## src/perf_global_pkg.sv

```systemverilog
// Register map and field layout of the global counter control block
package perf_global_pkg;
  localparam int          ADDR_W          = 12;
  localparam int          DATA_W          = 32;
  // Register indices; byte address of low word is four times the index
  localparam logic [11:0] STATUS_IDX      = 12'h038e;
  localparam logic [11:0] OVF_CLEAR_IDX   = 12'h0390;
  localparam logic [11:0] GLOBAL_EN_IDX   = 12'h03bf;
  localparam logic [11:0] IRQ_MASK_IDX    = 12'h03c1;
  localparam logic [11:0] SAMPLE_EN_IDX   = 12'h03f1;
  // Field positions
  localparam int          GEN0_BIT        = 0;
  localparam int          GEN1_BIT        = 1;
  localparam int          FIX0_BIT        = 32;
  localparam int          FIX1_BIT        = 33;
  localparam int          FIX2_BIT        = 34;
  localparam int          BUF_OVF_BIT     = 62;
  localparam int          COND_CHG_BIT    = 63;
  localparam int          SAMPLE_EN_BIT   = 0;
  // Implemented bits
  localparam logic [63:0] GEN_MASK        = 64'h0000_0000_0000_0003;
  localparam logic [63:0] FIX_MASK        = 64'h0000_0007_0000_0000;
  localparam logic [63:0] FLAG_MASK       = 64'hc000_0000_0000_0000;
  localparam logic [63:0] SAMPLE_MASK     = 64'h0000_0000_0000_0001;
  // Reset values
  localparam logic [63:0] GLOBAL_EN_RST   = 64'h0000_0000_0000_0000;
  localparam logic [63:0] STATUS_RST      = 64'h0000_0000_0000_0000;
  localparam logic [63:0] IRQ_MASK_RST    = 64'h0000_0000_0000_0000;
  localparam logic [63:0] SAMPLE_EN_RST   = 64'h0000_0000_0000_0000;
endpackage : perf_global_pkg

```

## src/perf_counter_global_control.sv

```systemverilog
// Global enable, overflow status and clear, sampling enable, interrupt
`timescale 1ns/10ps

module perf_counter_global_control #(
  parameter int VERSION_LEVEL = 2
) (
  input  wire logic        sys_clk,
  input  wire logic        rst_n,
  input  wire logic [11:0] avs_address,
  input  wire logic        avs_read,
  input  wire logic        avs_write,
  input  wire logic [31:0] avs_writedata,
  input  wire logic [3:0]  avs_byteenable,
  output logic      [31:0] avs_readdata,
  output logic             avs_waitrequest,
  input  wire logic [1:0]  general_privilege_enable,
  input  wire logic [2:0]  fixed_privilege_enable,
  input  wire logic [2:0]  fixed_interrupt_enable,
  input  wire logic [1:0]  general_overflow_event,
  input  wire logic [2:0]  fixed_overflow_event,
  input  wire logic        buffer_overflow_event,
  output logic      [1:0]  general_count_enable,
  output logic      [2:0]  fixed_count_enable,
  output logic             precise_event_sampling,
  output logic             perf_monitor_interrupt
);

  // Version level zero has no counters to control
  if (VERSION_LEVEL < 1) begin : g_bad_version
    $error("VERSION_LEVEL must be at least 1");
  end

  // Port widths are fixed at the bus sizes of the package
  if (perf_global_pkg::ADDR_W != 12 ||
      perf_global_pkg::DATA_W != 32) begin : g_bad_bus
    $error("bus widths must be 12 and 32 bits");
  end

  // Flag positions must lie inside the 64-bit registers
  if (perf_global_pkg::FIX2_BIT > 63 ||
      perf_global_pkg::COND_CHG_BIT > 63) begin : g_bad_layout
    $error("flag positions must lie within 64 bits");
  end

  localparam logic [63:0] FIX_PRESENT =
    (VERSION_LEVEL > 1) ? perf_global_pkg::FIX_MASK : 64'h0000_0000_0000_0000;
  localparam logic [63:0] EN_BITS =
    perf_global_pkg::GEN_MASK | FIX_PRESENT;
  localparam logic [63:0] FLAG_BITS =
    perf_global_pkg::GEN_MASK | FIX_PRESENT | perf_global_pkg::FLAG_MASK;

  typedef enum logic {bus_idle, bus_answer} bus_state_t;

  logic [63:0] global_counter_enable;
  logic [63:0] global_overflow_status;
  logic [63:0] interrupt_mask;
  logic [63:0] precise_sampling_enable;
  logic [63:0] next_status;
  logic [63:0] status_set;
  logic [63:0] status_clear;
  logic [63:0] pmi_gate;
  logic [63:0] write_value;
  logic [63:0] lane_mask;
  logic [11:0] word_index;
  logic        high_word;
  logic        request;
  logic        access;
  logic [11:0] raw_index;
  logic [63:0] read_value;
  logic [63:0] next_enable;
  logic [63:0] next_mask;
  logic [63:0] next_sample;
  logic        sel_status;
  logic        sel_clear;
  logic        sel_enable;
  logic        sel_mask;
  logic        sel_sample;
  logic        write_ok;
  logic        read_start;
  logic        wr_clear;
  logic        wr_enable;
  logic        wr_mask;
  logic        wr_sample;
  bus_state_t  bus_state;
  bus_state_t  next_bus_state;

  // Byte enables spread to a 64-bit lane mask for the addressed half
  function automatic logic [63:0] lanes(input logic [3:0] be,
                                        input logic       hi);
    logic [31:0] m;
    m = {{8{be[3]}}, {8{be[2]}}, {8{be[1]}}, {8{be[0]}}};
    lanes = hi ? {m, 32'h0000_0000} : {32'h0000_0000, m};
  endfunction : lanes

  // Reads one 32-bit half of a 64-bit register
  function automatic logic [31:0] half(input logic [63:0] r,
                                       input logic        hi);
    half = hi ? r[63:32] : r[31:0];
  endfunction : half

  // Writes masked bytes into the implemented bits of a register
  function automatic logic [63:0] merge(input logic [63:0] old,
                                        input logic [63:0] val,
                                        input logic [63:0] lm,
                                        input logic [63:0] impl);
    merge = ((old & ~lm) | (val & lm)) & impl;
  endfunction : merge

  // True where a word index falls on either half of a register
  function automatic logic covers(input logic [11:0] wi,
                                  input logic [11:0] base);
    covers = (wi == base) || (wi == base + 12'h001);
  endfunction : covers

  // Low word index of the register holding a word, all ones if none
  function automatic logic [11:0] base_of(input logic [11:0] wi);
    base_of = 12'hfff;
    if (covers(wi, perf_global_pkg::STATUS_IDX)) begin
      base_of = perf_global_pkg::STATUS_IDX;
    end
    if (covers(wi, perf_global_pkg::OVF_CLEAR_IDX)) begin
      base_of = perf_global_pkg::OVF_CLEAR_IDX;
    end
    if (covers(wi, perf_global_pkg::GLOBAL_EN_IDX)) begin
      base_of = perf_global_pkg::GLOBAL_EN_IDX;
    end
    if (covers(wi, perf_global_pkg::IRQ_MASK_IDX)) begin
      base_of = perf_global_pkg::IRQ_MASK_IDX;
    end
    if (covers(wi, perf_global_pkg::SAMPLE_EN_IDX)) begin
      base_of = perf_global_pkg::SAMPLE_EN_IDX;
    end
  endfunction : base_of

  // Low word at a register's index, high word at index plus one
  always_comb begin
    raw_index   = {2'b00, avs_address[11:2]};
    word_index  = base_of(raw_index);
    high_word   = raw_index != word_index;
    lane_mask   = lanes(avs_byteenable, high_word);
    write_value = {avs_writedata, avs_writedata};
    request     = avs_read | avs_write;
    access      = request & ~avs_waitrequest;
  end

  // Register selects and access strobes
  always_comb begin
    sel_status = word_index == perf_global_pkg::STATUS_IDX;
    sel_clear  = word_index == perf_global_pkg::OVF_CLEAR_IDX;
    sel_enable = word_index == perf_global_pkg::GLOBAL_EN_IDX;
    sel_mask   = word_index == perf_global_pkg::IRQ_MASK_IDX;
    sel_sample = word_index == perf_global_pkg::SAMPLE_EN_IDX;
    write_ok   = access & avs_write;
    read_start = avs_read & avs_waitrequest;
    wr_clear   = write_ok & sel_clear;
    wr_enable  = write_ok & sel_enable;
    wr_mask    = write_ok & sel_mask;
    wr_sample  = write_ok & sel_sample;
  end

  // Read-back value; the clear register and holes read zero
  always_comb begin
    read_value = 64'h0000_0000_0000_0000;
    if (sel_status) begin
      read_value = global_overflow_status;
    end
    if (sel_enable) begin
      read_value = global_counter_enable;
    end
    if (sel_mask) begin
      read_value = interrupt_mask;
    end
    if (sel_sample) begin
      read_value = precise_sampling_enable;
    end
  end

  // Next values of the writable registers
  always_comb begin
    next_enable = merge(global_counter_enable, write_value, lane_mask,
                        EN_BITS);
    next_mask   = merge(interrupt_mask, write_value, lane_mask, FLAG_BITS);
    next_sample = merge(precise_sampling_enable, write_value, lane_mask,
                        perf_global_pkg::SAMPLE_MASK);
  end

  // Bus handshake: one answer cycle after each request
  always_comb begin
    next_bus_state = bus_state;
    unique case (bus_state)
      bus_idle: begin
        if (request) begin
          next_bus_state = bus_answer;
        end
      end
      bus_answer: begin
        next_bus_state = bus_idle;
      end
    endcase
  end

  // Bus state register
  always_ff @(posedge sys_clk or negedge rst_n) begin
    if (!rst_n) begin
      bus_state <= bus_idle;
    end else begin
      bus_state <= next_bus_state;
    end
  end

  // Waitrequest low only in the answer cycle
  always_ff @(posedge sys_clk or negedge rst_n) begin
    if (!rst_n) begin
      avs_waitrequest <= 1'b1;
    end else begin
      avs_waitrequest <= next_bus_state != bus_answer;
    end
  end

  // Read data valid at the edge that sees waitrequest low
  always_ff @(posedge sys_clk or negedge rst_n) begin
    if (!rst_n) begin
      avs_readdata <= 32'h0000_0000;
    end else if (read_start) begin
      avs_readdata <= half(read_value, high_word);
    end
  end

  // Global enable register
  always_ff @(posedge sys_clk or negedge rst_n) begin
    if (!rst_n) begin
      global_counter_enable <= perf_global_pkg::GLOBAL_EN_RST;
    end else if (wr_enable) begin
      global_counter_enable <= next_enable;
    end
  end

  // Interrupt mask register
  always_ff @(posedge sys_clk or negedge rst_n) begin
    if (!rst_n) begin
      interrupt_mask <= perf_global_pkg::IRQ_MASK_RST;
    end else if (wr_mask) begin
      interrupt_mask <= next_mask;
    end
  end

  // Precise sampling enable register
  always_ff @(posedge sys_clk or negedge rst_n) begin
    if (!rst_n) begin
      precise_sampling_enable <= perf_global_pkg::SAMPLE_EN_RST;
    end else if (wr_sample) begin
      precise_sampling_enable <= next_sample;
    end
  end

  // Status set and clear terms
  always_comb begin
    status_set = 64'h0000_0000_0000_0000;
    status_set[perf_global_pkg::GEN0_BIT] = general_overflow_event[0];
    status_set[perf_global_pkg::GEN1_BIT] = general_overflow_event[1];
    status_set[perf_global_pkg::FIX0_BIT] = fixed_overflow_event[0];
    status_set[perf_global_pkg::FIX1_BIT] = fixed_overflow_event[1];
    status_set[perf_global_pkg::FIX2_BIT] = fixed_overflow_event[2];
    status_set[perf_global_pkg::BUF_OVF_BIT] = buffer_overflow_event;
    status_set = status_set & FLAG_BITS;
    status_set[perf_global_pkg::COND_CHG_BIT] =
      |(status_set & ~global_overflow_status);
    status_clear = 64'h0000_0000_0000_0000;
    if (wr_clear) begin
      status_clear = write_value & lane_mask & FLAG_BITS;
    end
    next_status = ((global_overflow_status & ~status_clear) | status_set)
                  & FLAG_BITS;
  end

  // Sticky overflow flags, set wins over clear
  always_ff @(posedge sys_clk or negedge rst_n) begin
    if (!rst_n) begin
      global_overflow_status <= perf_global_pkg::STATUS_RST;
    end else begin
      global_overflow_status <= next_status;
    end
  end

  // General counter enables
  always_ff @(posedge sys_clk or negedge rst_n) begin
    if (!rst_n) begin
      general_count_enable <= 2'b00;
    end else begin
      general_count_enable <= global_counter_enable[1:0] &
                              general_privilege_enable;
    end
  end

  // Fixed counter enables
  always_ff @(posedge sys_clk or negedge rst_n) begin
    if (!rst_n) begin
      fixed_count_enable <= 3'b000;
    end else begin
      fixed_count_enable <= global_counter_enable[34:32] &
                            fixed_privilege_enable;
    end
  end

  // Sampling enable output
  always_ff @(posedge sys_clk or negedge rst_n) begin
    if (!rst_n) begin
      precise_event_sampling <= 1'b0;
    end else begin
      precise_event_sampling <=
        precise_sampling_enable[perf_global_pkg::SAMPLE_EN_BIT];
    end
  end

  // Fixed counter flags interrupt only with their own enable
  always_comb begin
    pmi_gate = 64'hffff_ffff_ffff_ffff;
    pmi_gate[perf_global_pkg::FIX0_BIT] = fixed_interrupt_enable[0];
    pmi_gate[perf_global_pkg::FIX1_BIT] = fixed_interrupt_enable[1];
    pmi_gate[perf_global_pkg::FIX2_BIT] = fixed_interrupt_enable[2];
  end

  // Level interrupt
  always_ff @(posedge sys_clk or negedge rst_n) begin
    if (!rst_n) begin
      perf_monitor_interrupt <= 1'b0;
    end else begin
      perf_monitor_interrupt <= |(next_status & interrupt_mask &
                                  pmi_gate);
    end
  end

endmodule : perf_counter_global_control

```

## config.mk

```make
export PLATFORM = sky130hd
export DESIGN_NAME = perf_counter_global_control
export DESIGN_NICKNAME = d
export VERILOG_FILES = /design/src/perf_global_pkg.sv /design/src/perf_counter_global_control.sv
export SDC_FILE = /design/constraint.sdc
export NUM_CORES = 1
export LEC_CHECK = 0
export BUFFER_PORTS_ARGS = -buffer_cell sky130_fd_sc_hd__buf_4
export CAP_MARGIN = 20
export CORE_UTILIZATION = 35
export CTS_CLUSTER_SIZE = 40
export DETAILED_ROUTE_END_ITERATION = 8
export GPL_ROUTABILITY_DRIVEN = 0
export PLACE_DENSITY_LB_ADDON = 0.05
export SLEW_MARGIN = 20
export SYNTH_ARGS = -nofsm -noshare
export SYNTH_HDL_FRONTEND = slang
export SYNTH_SLANG_ARGS = --single-unit
```

## constraint.sdc

```tcl
create_clock -name sys_clk -period 2.4 [get_ports sys_clk]
set_input_delay 0.48 -clock sys_clk [delete_from_list [all_inputs] [get_ports sys_clk]]
set_output_delay 0.48 -clock sys_clk [all_outputs]
set_load 0.005 [all_outputs]
```

======== Yosys cells after proc, flatten, opt, wreduce, memory -nomap -nowiden ========
Cells that the tools add are included.
cells by class
  divide/modulo/power cells ............... 0
  add/subtract/negate cells ............... 0
  $mul .................................... 0
  equal/unequal tests ..................... 16
  order comparisons ....................... 0
  reductions and logical operators ........ 7
  shift operators ......................... 0
  multiplexer cells ....................... 14
  bitwise gates (word level) .............. 28
operators by type and width
  operator                number
  $mux W64                6
  $and A64 B64 Y64        5
  $not A64 Y64            3
  $or A64 B64 Y64         2
  $reduce_or A64 Y1       2
  $eq A10 B10 Y1 const B  10
  $and A63 B64 Y64        1
  $eq A12 B10 Y1 const B  5
  $mux W12                5
  $and A35 B35 Y35        1
  $or A35 B35 Y35         1
  $mux W32                1
  $ne A10 B12 Y1          1
  $and A1 B1 Y1           8
  $logic_or A1 B1 Y1      5
  $and A3 B3 Y3           1
  $not A1 Y1              3
  $and A2 B2 Y2           1
  $or A1 B1 Y1            2
  $pmux W1 S2             1
  $mux W1                 1
word-level totals
  memories kept ........................... 0
  output and inout port bits .............. 40
  flip-flop bits (word level) ............. 61
  latch bits .............................. 0
  memory bits (writable) .................. 0
  memory bits (read-only) ................. 0
  bits of input ports ..................... 66

======== Depth between registers and ports, before layout ========
  depth in word-level cells ............... 17
  depth in mapped cells ................... 7

======== Least setup slack after synthesis ========
Ideal clock, no wire load.
  path kind ............................... input to register
  start point ............................. input avs_address[3]
  end point ............................... register with a tool-made name
  stages on the path ...................... 6
  slack ................................... -103 ps
  data required time ...................... 2272 ps
  setup time .............................. 128 ps
  arrival ................................. 2375 ps
  cells stage by stage .................... or4b_4 or3_1 a211oi_2 a221oi_2 nor4_4 mux2_1
RTL lines
  element             line                              RTL
  start: declaration  perf_counter_global_control.sv:9  input wire logic [11:0] avs_address,

==> flow_metrics.env <==
export IMPL_grt_max_degree=35
export IMPL_multi_input_area_sq_um=1046
export IMPL_period_needed_ns=2.376
export IMPL_place_inst=331
export IMPL_clock_latency_ns=0.28
export IMPL_grt_pass1_wl_mm=8.045
export IMPL_synth_edf_count=0
export IMPL_area_growth_pct=35.42
export IMPL_synthFlopType="dfrtp_1"
export IMPL_cts_tree="yes"
export IMPL_numCtsBuffers=5
export IMPL_hold_ws_ns=0.1391
export IMPL_critPathCaptureType="register"
export IMPL_num_rows=27
export IMPL_htreeDepth=2
export IMPL_hp_class="primary input to async pin"
export IMPL_antenna_found_initial=0
export IMPL_vias_per_cell=4.933
export IMPL_startpoint_type="primary input"
export IMPL_critPathTopFamily="simple AND/OR/NAND/NOR gates"
export IMPL_wirelength_mm=4.953
export IMPL_cts_path_max_buffers=2
export IMPL_dpl_hpwl_mm=3.910
export IMPL_routedWlPerCell_um=14.48
export IMPL_p_per_area_nw_per_um2=428.7
export IMPL_power_switching_mw=0.2922
export IMPL_ys_ff_latch=34
export IMPL_p_leak_nw=1.278
export IMPL_finalSetupViolations=0
export IMPL_syn_area_sq_um=1978
export IMPL_core_area_sq_um=5473
export IMPL_swShare_pct=25.45
export IMPL_layout_common_cells="75 x buf_4, 33 x dfrtp_1, 27 x conb_1, 13 x nand2_1, 12 x mux2_1"
export IMPL_n_antenna_cell=0
export IMPL_finalMaxSlewViolations=0
export IMPL_synthArstFlopShare_pct=100.0
export IMPL_max_cap_viol_count=0
export IMPL_vdd_drop_max_v=0.0001496
export IMPL_crit_arrival_ns=2.54
export IMPL_slowest_delay_ns=0.52
export IMPL_io_pins=106
export IMPL_skew_ns=0.002706
export IMPL_r2r_start="avs_waitrequest"
export IMPL_fin_nets=336
export IMPL_grt_ovfl_total=0
export IMPL_portBuffers=47
export IMPL_outcome="finished clean"
export IMPL_die_area_sq_um=5957
export IMPL_rr_worst_depth=6
export IMPL_yosysSeqAreaShare_pct=43.07
export IMPL_ys_warn_count=0
export IMPL_r2r_end="perf_monitor_interrupt"
export IMPL_antenna_left=0
export IMPL_r2r_slack_ns=0.54
export IMPL_fmax_mhz=420.9
export IMPL_drtPass1Iterations=4
export IMPL_grt_util_all_layers_pct=17.59
export IMPL_seq_power_share_pct=51.4
export IMPL_syn_instance_count=189
export IMPL_cpMaxStageDelayCell="or4b_4"
export IMPL_drive_gt1_share_pct=37.78
export IMPL_drtIter0Drc=72
export IMPL_finalNonFillerCells=342
export IMPL_cp_max_fo=4
export IMPL_rsz0062_at_grt="true"
export IMPL_grt_pass1_vias=1611
export IMPL_drc=0
export IMPL_die_w_um=77.18
export IMPL_cts_sinks=34
export IMPL_final_common_cell="buf_4"
export IMPL_fin_tns_setup_ns=0
export IMPL_fp_dieH_um=77.18
export IMPL_seqCellArea_sq_um=852.1
export IMPL_post_route_period_util_pct=99.00
export IMPL_cp_cell_sequence="buf_6 -> or4b_4 -> or3_4 -> a211oi_4 -> a221oi_4 -> nor4_4 -> mux2_4"
export IMPL_path_clk_slew_ns=0.07
export IMPL_crit_type="primary input to register"
export IMPL_avgSynthCellArea_sq_um=10.47
export IMPL_hold_buffers=0
export IMPL_p_clk_share_pct=34.4
export IMPL_synth_cell_type_count=49
export IMPL_critPathRequiredTime_ns=2.57
export IMPL_intPower_mw=0.8562
export IMPL_fillCellCount=547
export IMPL_critPathBufInv=1
export IMPL_finalHoldViolCount=0
export IMPL_cts_root_buf="clkbuf_8"
export IMPL_vias=1687
export IMPL_power_frac_comb_pct=14.2
export IMPL_initial_core_util_pct=36.15
cells in the mapped netlist (5+ instances only):
| cell | n | area, sq um |
|---|---|---|
| dfrtp_1 | 33 | 825.8 |
| buf_4 | 27 | 202.7 |
| mux2_1 | 14 | 157.7 |
| nand2_1 | 13 | 48.80 |
| nor2_1 | 8 | 30.03 |
| and2_1 | 7 | 43.79 |
| nand3_1 | 7 | 35.03 |
| inv_1 | 6 | 22.52 |
| and3_1 | 5 | 31.28 |
| nand4_1 | 5 | 31.28 |
routing by layer:
metal	track usage, %	share of wire (%)	up-vias
met5	0	0	-
met4	6.792	2.0	0
met3	4.524	4.7	10
met2	28.32	49	56
met1	22.45	44	807
li1	-	-	814
layout make-up:
class / count / share of cell area (%)
multi-input combinational: 145 / 39.05
timing repair buffer: 77 / 21.86
inverter: 7 / 0.9808
tap: 72 / 3.363
sequential: 34 / 31.81
clock buffer: 5 / 2.569
clock inverter: 2 / 0.3737
cells by family after synthesis:
family | share of synthesized area, %
DFF | 43.07
buffers and inverters | 11.95
and+or+nand+nor | 21.76
xor gates and xnor gates | 0.4428
other | 0.1896
muxes | 7.970
AOI/OAI and AO/OA | 14.61
through the flow:
stage	power (mW)	utilization [%]	area [sq um]	worst slack [ns]
after floorplan	0.6867	-	2076	-0.1028
after global placement	0.7607	45.75	2504	-0.3704
after detailed placement	0.7604	45.75	2504	-0.3592
after CTS	1.156	47.35	2591	0.0004903
after global routing	1.214	48.95	2679	-0.03466
final	1.148	48.95	2679	0.02393
what timing repair did:
| item | in CTS | in global routing |
|---|---|---|
| buffers inserted | 0 | 4 |
| setup endpoints to repair | 9 | 10 |
| resized for setup | 2 | 10 |
| pin swaps | 1 | 7 |
| endpoints found under the hold margin | 0 | 0 |
worst max path at each step:
stage                    from                endpoint  cells past startpoint
2_1_floorplan  avs_address[3]                register                      6
3_3_place_gp   avs_address[3]                register                      7
3_5_place_dp   avs_address[3]                register                      7
4_1_cts        avs_address[3]  perf_monitor_interrupt                      8
5_1_grt        avs_address[5]                register                      7
6_report       avs_address[5]                register                      7
power groups by stage:
stage / registers [mW] / clock network [mW] / logic, mW
global route: 0.591 / 0.440 / 0.183
global placement: 0.601 / 0 / 0.159
CTS: 0.590 / 0.406 / 0.160
floorplan: 0.601 / 0 / 0.0860
detailed placement: 0.601 / 0 / 0.159
finish: 0.590 / 0.395 / 0.163
worst register-to-register path, stage by stage (launching register included):
cell and delay [ns]:
dfstp_2 0.40, nand2b_1 0.19, nor4_4 0.20, nand4_1 0.14, a211o_1 0.33, a221o_1 0.29
nand4bb_1 0.19
No activity file was read; power rests on OpenSTA's default activity.
